<file path="config.mk">
export PLATFORM = sky130hd
export DESIGN_NAME = lpc_top
export DESIGN_NICKNAME = d
export VERILOG_FILES = /design/src/verilog/lpc_pkg.sv /design/src/verilog/lpc_reg_if.sv /design/src/verilog/lpc_sync.sv /design/src/verilog/lpc_reg_bank.sv /design/src/verilog/lpc_top.sv
export SDC_FILE = /design/constraint.sdc
export NUM_CORES = 1
export LEC_CHECK = 0
export BUFFER_PORTS_ARGS = -buffer_cell sky130_fd_sc_hd__buf_2
export CAP_MARGIN = 5
export CORE_UTILIZATION = 31
export CTS_BUF_LIST = sky130_fd_sc_hd__clkbuf_16
export DETAILED_ROUTE_END_ITERATION = 8
export HOLD_SLACK_MARGIN = 0.02
export REMOVE_ABC_BUFFERS = 1
export SETUP_SLACK_MARGIN = 0.3
export SLEW_MARGIN = 25
export SYNTH_ARGS = -nofsm -noshare
export SYNTH_HDL_FRONTEND = slang
export SYNTH_SLANG_ARGS = --single-unit
</file>
<file path="constraint.sdc">
create_clock -name mclk -period 6 [get_ports mclk]
set_input_delay 1.2 -clock mclk [delete_from_list [all_inputs] [get_ports mclk]]
set_output_delay 1.2 -clock mclk [all_outputs]
set_load 0.02 [all_outputs]
</file>
<file path="src/verilog/lpc_pkg.sv">
// Behaviour
// - undervoltage lockout forces every LED channel off whatever the registers hold.
// - on enable rising the device wakes with all channel currents at zero.
// - enable held low keeps the device in zero-current shutdown.
// - in shutdown every channel output is high impedance and sinks nothing.
// - configuration lives in four 6-bit registers, three pair codes and one mask.
// - pair code registers zero, one and two drive pairs A, B and C.
// - mask bits 0..5 switch channels A1, A2, B1, B2, C1, C2; one means on.
// - all four registers can be written and read over the serial data line.
// - mode sequencer starts in 1x and stays while regulation holds.
// - lost regulation moves the sequencer to 1.5x after 400 microseconds.
// - power-up and every shutdown exit restart mode evaluation in 1x.
// - each write to the on/off mask restarts mode evaluation.
// - only slave address 1100110 is answered; the testbench also sends one write to 1100111.
// - read is index write, repeated start, one read byte, then NACK and stop.
// - code low six bits give (code+1) x 0.5 mA; top two bits ignored.
package lpc_pkg;
    // serial slave address
    localparam logic [6:0] SLAVE_ADDR      = 7'h66;
    // register indices
    localparam logic [7:0] IDX_PAIR_A      = 8'h00;
    localparam logic [7:0] IDX_PAIR_B      = 8'h01;
    localparam logic [7:0] IDX_PAIR_C      = 8'h02;
    localparam logic [7:0] IDX_ON_OFF      = 8'h03;
    localparam logic [7:0] NUM_REGS        = 8'h04;
    localparam int         CODE_W          = 6;
    localparam logic [5:0] CODE_RESET      = 6'h00;
    localparam logic [3:0] BYTE_BITS       = 4'h8;
    // mode evaluation delay
    localparam int         MODE_DELAY_US   = 400;
    localparam int         CLK_MHZ         = 200;
    localparam int         MODE_DELAY_CYC  = MODE_DELAY_US * CLK_MHZ;
    localparam int         MODE_CNT_W      = 17;

    typedef enum logic [3:0] {
        I_IDLE  = 4'h0,
        I_ADDR  = 4'h1,
        I_AACK  = 4'h3,
        I_IDX   = 4'h2,
        I_IACK  = 4'h6,
        I_WDATA = 4'h7,
        I_WACK  = 4'h5,
        I_RDATA = 4'h4,
        I_RACK  = 4'hC
    } lpc_i2c_st_t;

    typedef enum logic [1:0] {
        S_OFF   = 2'h0,
        S_ONEX  = 2'h1,
        S_WAIT  = 2'h3,
        S_BOOST = 2'h2
    } lpc_seq_st_t;
endpackage

</file>
<file path="src/verilog/lpc_reg_if.sv">
`timescale 1ns/1ps
interface lpc_reg_if;
    import lpc_pkg::*;
    logic              wrEn;
    logic              clr;
    logic [1:0]        addr;
    logic [7:0]        wdata;
    logic [7:0]        rdata;
    logic [CODE_W-1:0] codeA;
    logic [CODE_W-1:0] codeB;
    logic [CODE_W-1:0] codeC;
    logic [CODE_W-1:0] onMask;
    modport bank (input wrEn, clr, addr, wdata, output rdata, codeA, codeB, codeC, onMask);
    modport ctrl (output wrEn, clr, addr, wdata, input rdata, codeA, codeB, codeC, onMask);
endinterface

</file>
<file path="src/verilog/lpc_sync.sv">
`timescale 1ns/1ps
module lpc_sync
    import lpc_pkg::*;
#(
    parameter int           W       = 1,
    parameter logic [W-1:0] RST_VAL = '0
) (
    input  wire logic         mclk,
    input  wire logic         resetn,
    input  wire logic [W-1:0] asyncIn,
    output logic      [W-1:0] syncOut
);
    logic [W-1:0] stage1_reg;
    logic [W-1:0] stage2_reg;
    logic [W-1:0] stage3_reg;
    logic [W-1:0] filt_reg;

    // three-stage chain; first stage feeds only the second
    always_ff @(posedge mclk or negedge resetn) begin
        if (!resetn) begin
            stage1_reg <= RST_VAL;
            stage2_reg <= RST_VAL;
            stage3_reg <= RST_VAL;
        end else begin
            stage1_reg <= asyncIn;
            stage2_reg <= stage1_reg;
            stage3_reg <= stage2_reg;
        end
    end

    // a bit changes once stages two and three agree
    always_ff @(posedge mclk or negedge resetn) begin
        if (!resetn) begin
            filt_reg <= RST_VAL;
        end else begin
            for (int i = 0; i < W; i++) begin
                if (stage2_reg[i] == stage3_reg[i]) begin
                    filt_reg[i] <= stage2_reg[i];
                end
            end
        end
    end

    assign syncOut = filt_reg;
endmodule

</file>
<file path="src/verilog/lpc_reg_bank.sv">
`timescale 1ns/1ps
module lpc_reg_bank
    import lpc_pkg::*;
(
    input  wire logic mclk,
    input  wire logic resetn,
    lpc_reg_if.bank   rif
);
    logic [CODE_W-1:0] mem_reg [4];
    logic [7:0]        rdata_reg;

    // storage, cleared in shutdown; top bits never stored
    always_ff @(posedge mclk or negedge resetn) begin
        if (!resetn) begin
            for (int i = 0; i < 4; i++) begin
                mem_reg[i] <= CODE_RESET;
            end
        end else if (rif.clr) begin
            for (int i = 0; i < 4; i++) begin
                mem_reg[i] <= CODE_RESET;
            end
        end else if (rif.wrEn) begin
            mem_reg[rif.addr] <= rif.wdata[CODE_W-1:0];
        end
    end

    // registered read port, upper bits zero
    always_ff @(posedge mclk or negedge resetn) begin
        if (!resetn) begin
            rdata_reg <= 8'h00;
        end else begin
            rdata_reg <= {2'b00, mem_reg[rif.addr]};
        end
    end

    assign rif.rdata  = rdata_reg;
    assign rif.codeA  = mem_reg[0];
    assign rif.codeB  = mem_reg[1];
    assign rif.codeC  = mem_reg[2];
    assign rif.onMask = mem_reg[3];

    a_bank_write: assert property (
        @(posedge mclk) disable iff (!resetn)
        (rif.wrEn && !rif.clr) |=> mem_reg[$past(rif.addr)] == $past(rif.wdata[5:0]))
        else $error("register write not stored");
    a_bank_read: assert property (
        @(posedge mclk) disable iff (!resetn)
        $stable(rif.addr) && !rif.wrEn && !rif.clr
        |=> rdata_reg == {2'b00, mem_reg[$past(rif.addr)]})
        else $error("read data does not match register");
    a_top_zero: assert property (
        @(posedge mclk) disable iff (!resetn)
        rif.clr |=> ##1 (rdata_reg == 8'h00 && mem_reg[3] == 6'h00))
        else $error("registers not cleared in shutdown");
endmodule

</file>
<file path="src/verilog/lpc_top.sv">
`timescale 1ns/1ps
module lpc_top
    import lpc_pkg::*;
#(
    parameter int unsigned MODE_DELAY_CYCLES = MODE_DELAY_CYC
) (
    input  wire logic        mclk,
    input  wire logic        resetn,
    input  wire logic        sclIn,
    input  wire logic        sdaIn,
    output logic             sdaOut,
    output logic             sdaOeN,
    input  wire logic        enableIn,
    input  wire logic        supplyUndervoltageLockout,
    input  wire logic        regulationOk,
    output logic [5:0]       ledChannelOutputs,
    output logic [CODE_W-1:0] pairACode,
    output logic [CODE_W-1:0] pairBCode,
    output logic [CODE_W-1:0] pairCCode,
    output logic             pumpBoost,
    output logic             shutdownActive
);
    localparam logic [MODE_CNT_W-1:0] DELAY_LAST = MODE_CNT_W'(MODE_DELAY_CYCLES - 1);

    lpc_reg_if rif ();

    logic [4:0]        pinSync;
    logic              sclF;
    logic              sdaF;
    logic              enF;
    logic              uvloF;
    logic              regOkF;
    logic              sclPrev_reg;
    logic              sdaPrev_reg;
    logic              sclRise;
    logic              sclFall;
    logic              startCond;
    logic              stopCond;
    lpc_i2c_st_t       i2cSt_reg;
    logic [7:0]        shift_reg;
    logic [3:0]        bitCnt_reg;
    logic              rw_reg;
    logic [7:0]        idx_reg;
    logic              sdaOeN_reg;
    logic              wr_reg;
    logic              onOffWrite;
    lpc_seq_st_t       seqSt_reg;
    logic [MODE_CNT_W-1:0] waitCnt_reg;
    logic [5:0]        ledChannelOutputs_reg;
    logic [CODE_W-1:0] pairACode_reg;
    logic [CODE_W-1:0] pairBCode_reg;
    logic [CODE_W-1:0] pairCCode_reg;
    logic              pumpBoost_reg;
    logic              shutdownActive_reg;
    logic [7:0]        readByte;

    // index lies inside the register map
    function automatic logic idxValid(input logic [7:0] idx);
        return idx < NUM_REGS;
    endfunction

    // pin synchronisers: scl, sda idle high
    lpc_sync #(
        .W       (5),
        .RST_VAL (5'h03)
    ) u_sync (
        .mclk    (mclk),
        .resetn  (resetn),
        .asyncIn ({regulationOk, supplyUndervoltageLockout, enableIn, sdaIn, sclIn}),
        .syncOut (pinSync)
    );

    assign sclF   = pinSync[0];
    assign sdaF   = pinSync[1];
    assign enF    = pinSync[2];
    assign uvloF  = pinSync[3];
    assign regOkF = pinSync[4];

    lpc_reg_bank u_bank (
        .mclk   (mclk),
        .resetn (resetn),
        .rif    (rif.bank)
    );

    // bank hookup; registers clear while enable is low
    assign rif.clr   = ~enF;
    assign rif.wrEn  = wr_reg;
    assign rif.addr  = idx_reg[1:0];
    assign rif.wdata = shift_reg;
    assign readByte  = idxValid(idx_reg) ? rif.rdata : 8'h00;

    // bus edge history
    always_ff @(posedge mclk or negedge resetn) begin
        if (!resetn) begin
            sclPrev_reg <= 1'b1;
            sdaPrev_reg <= 1'b1;
        end else begin
            sclPrev_reg <= sclF;
            sdaPrev_reg <= sdaF;
        end
    end

    // bus conditions
    assign sclRise   = sclF & ~sclPrev_reg;
    assign sclFall   = ~sclF & sclPrev_reg;
    assign startCond = sclF & sclPrev_reg & sdaPrev_reg & ~sdaF;
    assign stopCond  = sclF & sclPrev_reg & ~sdaPrev_reg & sdaF;

    // serial slave state machine
    always_ff @(posedge mclk or negedge resetn) begin
        if (!resetn) begin
            i2cSt_reg  <= I_IDLE;
            shift_reg  <= 8'h00;
            bitCnt_reg <= 4'h0;
            rw_reg     <= 1'b0;
            idx_reg    <= 8'h00;
            sdaOeN_reg <= 1'b1;
            wr_reg     <= 1'b0;
        end else begin
            wr_reg <= 1'b0;
            if (!enF) begin
                i2cSt_reg  <= I_IDLE;
                sdaOeN_reg <= 1'b1;
                bitCnt_reg <= 4'h0;
            end else if (startCond) begin
                // start or repeated start
                i2cSt_reg  <= I_ADDR;
                bitCnt_reg <= 4'h0;
                sdaOeN_reg <= 1'b1;
            end else if (stopCond) begin
                i2cSt_reg  <= I_IDLE;
                sdaOeN_reg <= 1'b1;
            end else begin
                case (i2cSt_reg)
                    I_ADDR, I_IDX, I_WDATA: begin
                        if (sclRise && bitCnt_reg < BYTE_BITS) begin
                            shift_reg  <= {shift_reg[6:0], sdaF};
                            bitCnt_reg <= bitCnt_reg + 4'h1;
                        end else if (sclFall && bitCnt_reg == BYTE_BITS) begin
                            bitCnt_reg <= 4'h0;
                            if (i2cSt_reg == I_ADDR) begin
                                if (shift_reg[7:1] == SLAVE_ADDR) begin
                                    sdaOeN_reg <= 1'b0;
                                    rw_reg     <= shift_reg[0];
                                    i2cSt_reg  <= I_AACK;
                                end else begin
                                    i2cSt_reg <= I_IDLE;
                                end
                            end else if (i2cSt_reg == I_IDX) begin
                                idx_reg    <= shift_reg;
                                sdaOeN_reg <= 1'b0;
                                i2cSt_reg  <= I_IACK;
                            end else begin
                                wr_reg     <= idxValid(idx_reg);
                                sdaOeN_reg <= 1'b0;
                                i2cSt_reg  <= I_WACK;
                            end
                        end
                    end
                    I_AACK: begin
                        if (sclFall) begin
                            if (rw_reg) begin
                                // first read bit goes out as ack ends
                                sdaOeN_reg <= readByte[7];
                                shift_reg  <= {readByte[6:0], 1'b0};
                                bitCnt_reg <= 4'h1;
                                i2cSt_reg  <= I_RDATA;
                            end else begin
                                sdaOeN_reg <= 1'b1;
                                i2cSt_reg  <= I_IDX;
                            end
                        end
                    end
                    I_IACK: begin
                        if (sclFall) begin
                            sdaOeN_reg <= 1'b1;
                            i2cSt_reg  <= I_WDATA;
                        end
                    end
                    I_WACK: begin
                        if (sclFall) begin
                            sdaOeN_reg <= 1'b1;
                            idx_reg    <= idx_reg + 8'h01;
                            i2cSt_reg  <= I_WDATA;
                        end
                    end
                    I_RDATA: begin
                        if (sclFall) begin
                            if (bitCnt_reg == BYTE_BITS) begin
                                sdaOeN_reg <= 1'b1;
                                bitCnt_reg <= 4'h0;
                                i2cSt_reg  <= I_RACK;
                            end else begin
                                sdaOeN_reg <= shift_reg[7];
                                shift_reg  <= {shift_reg[6:0], 1'b0};
                                bitCnt_reg <= bitCnt_reg + 4'h1;
                            end
                        end
                    end
                    I_RACK: begin
                        if (sclRise) begin
                            if (sdaF) begin
                                i2cSt_reg <= I_IDLE;
                            end else begin
                                idx_reg <= idx_reg + 8'h01;
                            end
                        end else if (sclFall) begin
                            sdaOeN_reg <= readByte[7];
                            shift_reg  <= {readByte[6:0], 1'b0};
                            bitCnt_reg <= 4'h1;
                            i2cSt_reg  <= I_RDATA;
                        end
                    end
                    I_IDLE: begin
                        sdaOeN_reg <= 1'b1;
                    end
                    default: begin
                        i2cSt_reg  <= I_IDLE;
                        sdaOeN_reg <= 1'b1;
                    end
                endcase
            end
        end
    end

    // write into the on/off mask
    assign onOffWrite = wr_reg && (idx_reg == IDX_ON_OFF);

    // 1x / 1.5x mode sequencer
    always_ff @(posedge mclk or negedge resetn) begin
        if (!resetn) begin
            seqSt_reg   <= S_OFF;
            waitCnt_reg <= '0;
        end else if (!enF) begin
            seqSt_reg   <= S_OFF;
            waitCnt_reg <= '0;
        end else if (onOffWrite) begin
            seqSt_reg   <= S_ONEX;
            waitCnt_reg <= '0;
        end else begin
            case (seqSt_reg)
                S_OFF: begin
                    seqSt_reg <= S_ONEX;
                end
                S_ONEX: begin
                    if (!regOkF) begin
                        seqSt_reg   <= S_WAIT;
                        waitCnt_reg <= '0;
                    end
                end
                S_WAIT: begin
                    if (regOkF) begin
                        seqSt_reg <= S_ONEX;
                    end else if (waitCnt_reg == DELAY_LAST) begin
                        seqSt_reg <= S_BOOST;
                    end else begin
                        waitCnt_reg <= waitCnt_reg + 1'b1;
                    end
                end
                S_BOOST: begin
                    seqSt_reg <= S_BOOST;
                end
                default: begin
                    seqSt_reg <= S_OFF;
                end
            endcase
        end
    end

    // output flops: channel gating, pair codes, pump mode
    always_ff @(posedge mclk or negedge resetn) begin
        if (!resetn) begin
            ledChannelOutputs_reg <= 6'h00;
            pairACode_reg         <= CODE_RESET;
            pairBCode_reg         <= CODE_RESET;
            pairCCode_reg         <= CODE_RESET;
            pumpBoost_reg         <= 1'b0;
            shutdownActive_reg    <= 1'b1;
        end else begin
            shutdownActive_reg    <= ~enF;
            ledChannelOutputs_reg <= (enF && !uvloF) ? rif.onMask : 6'h00;
            pairACode_reg         <= rif.codeA;
            pairBCode_reg         <= rif.codeB;
            pairCCode_reg         <= rif.codeC;
            pumpBoost_reg         <= enF && (seqSt_reg == S_BOOST);
        end
    end

    assign sdaOut            = 1'b0;
    assign sdaOeN            = sdaOeN_reg;
    assign ledChannelOutputs = ledChannelOutputs_reg;
    assign pairACode         = pairACode_reg;
    assign pairBCode         = pairBCode_reg;
    assign pairCCode         = pairCCode_reg;
    assign pumpBoost         = pumpBoost_reg;
    assign shutdownActive    = shutdownActive_reg;

    a_supply_undervoltage_lockout_off: assert property (
        @(posedge mclk) disable iff (!resetn)
        uvloF |=> ledChannelOutputs_reg == 6'h00)
        else $error("channel on during undervoltage");
    a_enable_zero: assert property (
        @(posedge mclk) disable iff (!resetn)
        $rose(enF) |=> ledChannelOutputs_reg == 6'h00)
        else $error("channel on right after enable");
    a_shutdown_hold: assert property (
        @(posedge mclk) disable iff (!resetn)
        !enF |=> shutdownActive_reg && seqSt_reg == S_OFF)
        else $error("not in shutdown while enable low");
    a_shutdown_hiz: assert property (
        @(posedge mclk) disable iff (!resetn)
        shutdownActive_reg |-> ledChannelOutputs_reg == 6'h00 && !pumpBoost_reg)
        else $error("channel sinking in shutdown");
    a_pair_drive: assert property (
        @(posedge mclk) disable iff (!resetn)
        1'b1 |=> pairACode_reg == $past(rif.codeA) && pairBCode_reg == $past(rif.codeB)
                 && pairCCode_reg == $past(rif.codeC))
        else $error("pair code not following register");
    a_mask_map: assert property (
        @(posedge mclk) disable iff (!resetn)
        enF && !uvloF |=> ledChannelOutputs_reg == $past(rif.onMask))
        else $error("channel state not following mask");
    a_stay_onex: assert property (
        @(posedge mclk) disable iff (!resetn)
        seqSt_reg == S_ONEX && regOkF && enF |=> seqSt_reg == S_ONEX)
        else $error("left 1x while regulating");
    a_boost_delay: assert property (
        @(posedge mclk) disable iff (!resetn)
        $rose(seqSt_reg == S_BOOST) |-> $past(waitCnt_reg) == DELAY_LAST
                                       && $past(seqSt_reg) == S_WAIT)
        else $error("1.5x entered without full delay");
    a_exit_onex: assert property (
        @(posedge mclk) disable iff (!resetn)
        $rose(enF) |=> seqSt_reg == S_ONEX)
        else $error("shutdown exit did not start in 1x");
    a_mask_restart: assert property (
        @(posedge mclk) disable iff (!resetn)
        onOffWrite && enF |=> seqSt_reg == S_ONEX && waitCnt_reg == '0)
        else $error("mask write did not restart evaluation");
    a_addr_ignore: assert property (
        @(posedge mclk) disable iff (!resetn)
        i2cSt_reg == I_ADDR && sclFall && bitCnt_reg == BYTE_BITS
        && shift_reg[7:1] != SLAVE_ADDR |=> sdaOeN_reg && i2cSt_reg == I_IDLE)
        else $error("acknowledged a foreign address");
    a_read_nack: assert property (
        @(posedge mclk) disable iff (!resetn)
        enF && i2cSt_reg == I_RACK && sclRise && sdaF |=> i2cSt_reg == I_IDLE && sdaOeN_reg)
        else $error("read continued after not-acknowledge");
endmodule

</file>
==> run metrics <==
status finished, final reports clean; reg-to-reg startpoint waitCnt_reg[1]$_DFFE_PN0P_; routability cong. 0.856; share of the yosys chip area belonging to registers 0.533; CP max stage delay 760 ps; initial antenna violation count 0; nets 591; Critical Path End Type register; Via Count 4389; slew of the pin with the lowest slew margin 956 ps; port bufs 33; Crit-path slowest cell a31oi_1; Ports 35; wire length per cell 16.7 um; Critical Path RT 6350 ps; H-tree lvl count 4; layout cells sized above 1 0.183; R2R setup slack 3120 ps; global-route wire length before repair 22800 um; Rel. slew slack 0.361; Starting DRT DRC Count 358; Root Driver clkbuf_16; hold_buf cts 0; Leak 3.03 nW; ys flop type dfrtp_1; Max Buffers Root-to-Sink 2; Die Ht 139 um; CTS tree done; number of library cell types mapped by synthesis 71; CTS Buf Count 17; largest net degree at the start of global routing 71; post-layout util 0.372; Post-CTS Setup Bufs 0; Post-synth EDFFs 0; later-pin clock latency in the skew report 410 ps; DRC viols 0; Max Slew Vio Count 0; Avg Cell Area, Syn 10.6 um^2; Layout area overhead 15.8%; worst slack, placed 3120 ps; Synth Warn # 0; Die X 139 um; final antenna-violating net count 0; most frequent cells in the layout dfrtp_1, nand2_1, a21oi_1, nand3_1, buf_2; Worst Slack Setup Final 3120 ps; max-cap viol count 0; sum of negative setup slack 0 ps; FFs w/ async S/R, synth 1.00; worst flop-to-flop path endpoint waitCnt_reg[0]$_DFFE_PN0P_; Setup violations, final 0; max FFs per register 17; critical path peak fanout 10; commonest non-fill, non-tap cell in the layout dfrtp_1; final hold vios 0; Clock transition at path regs 60 ps; core area 18200 um^2; Worst R2R Path Depth 6; Final Cycle Share 0.480; # resized after CTS 0; Die Area 19400 um^2; Avg Vias per Cell 5.39; unrepaired setup endpoints after global routing false; HPWL after DPL 9150 um; Tot GR Track Use 0.149; worst hold path type reg2reg; total grt overflow 0; min Tclk post-route 2880 ps; Antenna Cells 0; vias in the first global route 4357; number of synthesized register bits 124; Max Clk Rate 347 MHz; Arr. time, crit path 3230 ps; worst-path cell chain ha_1 > and4_1 > nor2b_1 > nand3_1 > a31oi_1 > mux2_2; maximum vdd drop 0.178 mV; hold_sp u_sync.stage1_reg[1]$_DFF_PN1_; CTS Sinks 124; Cell Rows 49; PD cells 297 nW/um^2; Worst Hold End u_sync.stage2_reg[1]$_DFF_PN1_; WP buf/inv 0; count of mapped cells out of synthesis 552; crit path launch type register; DRT Wirelength 13600 um; Crit Path Class reg2reg; First-pass DRT Iterations 5; initial core utilization 0.322; Setup Skew 8.67 ps; Worst path top cell family by delay simple AND/OR/NAND/NOR gates; Mapped Area 5850 um^2; Cells on Worst Hold Path 0
-- kinds of logic after synthesis --
logic type,count (synthesis),synth area share
AOI/OAI and AO/OA,132,0.151
and+or+nand+nor,206,0.186
adders and majority gates,16,0.0316
other,1,0.000641
xor gates and xnor gates,5,0.00748
buffers and inverters,47,0.0355
muxes,21,0.0545
DFF,124,0.533
-- per-stage QoR --
| stage | hold slack (ps) | total power, mW | cells | cell area [um^2] |
|---|---|---|---|---|
| finish | 355 | 2.02 | 815 | 6780 |
| global route | 357 | 2.10 | 815 | 6780 |
| CTS | 356 | 2.05 | 815 | 6780 |
| detailed placement | 335 | 1.00 | 784 | 6180 |
| global placement | 341 | 0.995 | 784 | 6180 |
| floorplan | 331 | 0.950 | 520 | 5700 |
-- how the worst max path moves through the flow --
stage	to	slack [ps]	start	cells after the start
after floorplan	waitCnt_reg[15]$_DFFE_PN0P_	3140	idx_reg[0]$_DFFE_PN0P_	6
final	waitCnt_reg[0]$_DFFE_PN0P_	3120	waitCnt_reg[1]$_DFFE_PN0P_	6
after global routing	waitCnt_reg[0]$_DFFE_PN0P_	2880	waitCnt_reg[0]$_DFFE_PN0P_	6
after CTS	waitCnt_reg[0]$_DFFE_PN0P_	3100	waitCnt_reg[0]$_DFFE_PN0P_	6
after global placement	waitCnt_reg[4]$_DFFE_PN0P_	3190	idx_reg[0]$_DFFE_PN0P_	6
after detailed placement	waitCnt_reg[0]$_DFFE_PN0P_	3120	waitCnt_reg[0]$_DFFE_PN0P_	6
-- final cells by class --
type	count	area [um^2]
fill	1762	11400
multi-input combinational	381	2540
inverter	15	56.3
clock inverter	14	170
clock buffer	17	425
timing repair buffer	35	183
sequential	124	3120
tap	229	287
-- power by group --
| group | leakage (nW) | switching (mW) | total (mW) | internal, mW |
|---|---|---|---|---|
| combinational | 1.08 | 0.0645 | 0.0970 | 0.0325 |
| clock | 0.289 | 0.381 | 1.03 | 0.652 |
| sequential | 1.66 | 0.0273 | 0.887 | 0.860 |
-- routing by layer --
metal | vias up | global-route usage | routed length [um]
met4 | 0 | 0.0462 | 172
li1 | 2037 | - | -
met3 | 15 | 0.0440 | 659
met5 | - | 0 | 0
met1 | 2212 | 0.192 | 6080
met2 | 125 | 0.240 | 6710
-- synth_stat cells, types with 3 or more instances --
master / n / share of area
clkbuf_1: 18 / 0.012
o21ai_0: 15 / 0.013
o21a_1: 5 / 0.0064
a22o_1: 8 / 0.012
nor4b_1: 3 / 0.0045
or2_2: 3 / 0.0032
and3_1: 15 / 0.016
a211o_1: 5 / 0.0075
nor3b_1: 6 / 0.0077
and3b_1: 3 / 0.0045
mux4_2: 6 / 0.023
mux2i_1: 6 / 0.010
buf_2: 7 / 0.0060
nand4_1: 3 / 0.0032
mux2_2: 3 / 0.0058
nand3_1: 42 / 0.036
nor2_1: 15 / 0.0096
dfrtp_1: 112 / 0.48
ha_1: 10 / 0.021
nand3b_1: 4 / 0.0051
and2_1: 9 / 0.0096
nand2b_1: 4 / 0.0043
maj3_1: 6 / 0.010
a31oi_1: 11 / 0.012
nor3_1: 6 / 0.0051
a21oi_1: 51 / 0.044
dfstp_2: 12 / 0.054
nor2b_1: 8 / 0.0085
o22ai_1: 3 / 0.0032
a221o_1: 4 / 0.0068
xnor2_1: 3 / 0.0045
inv_1: 15 / 0.0096
a211oi_1: 4 / 0.0051
nand2_1: 67 / 0.043
mux2_4: 6 / 0.015
buf_1: 3 / 0.0019
nor4_1: 5 / 0.0053
-- worst register-to-register path, delay by kind of cell, from the launching register on --
kind                       cells  cell delay, ps
DFF                            1             380
adders and majority gates      1             230
AOI/OAI and AO/OA              1             760
muxes                          1             310
and+or+nand+nor                3            1150
Power figures use the tool's default switching activity.
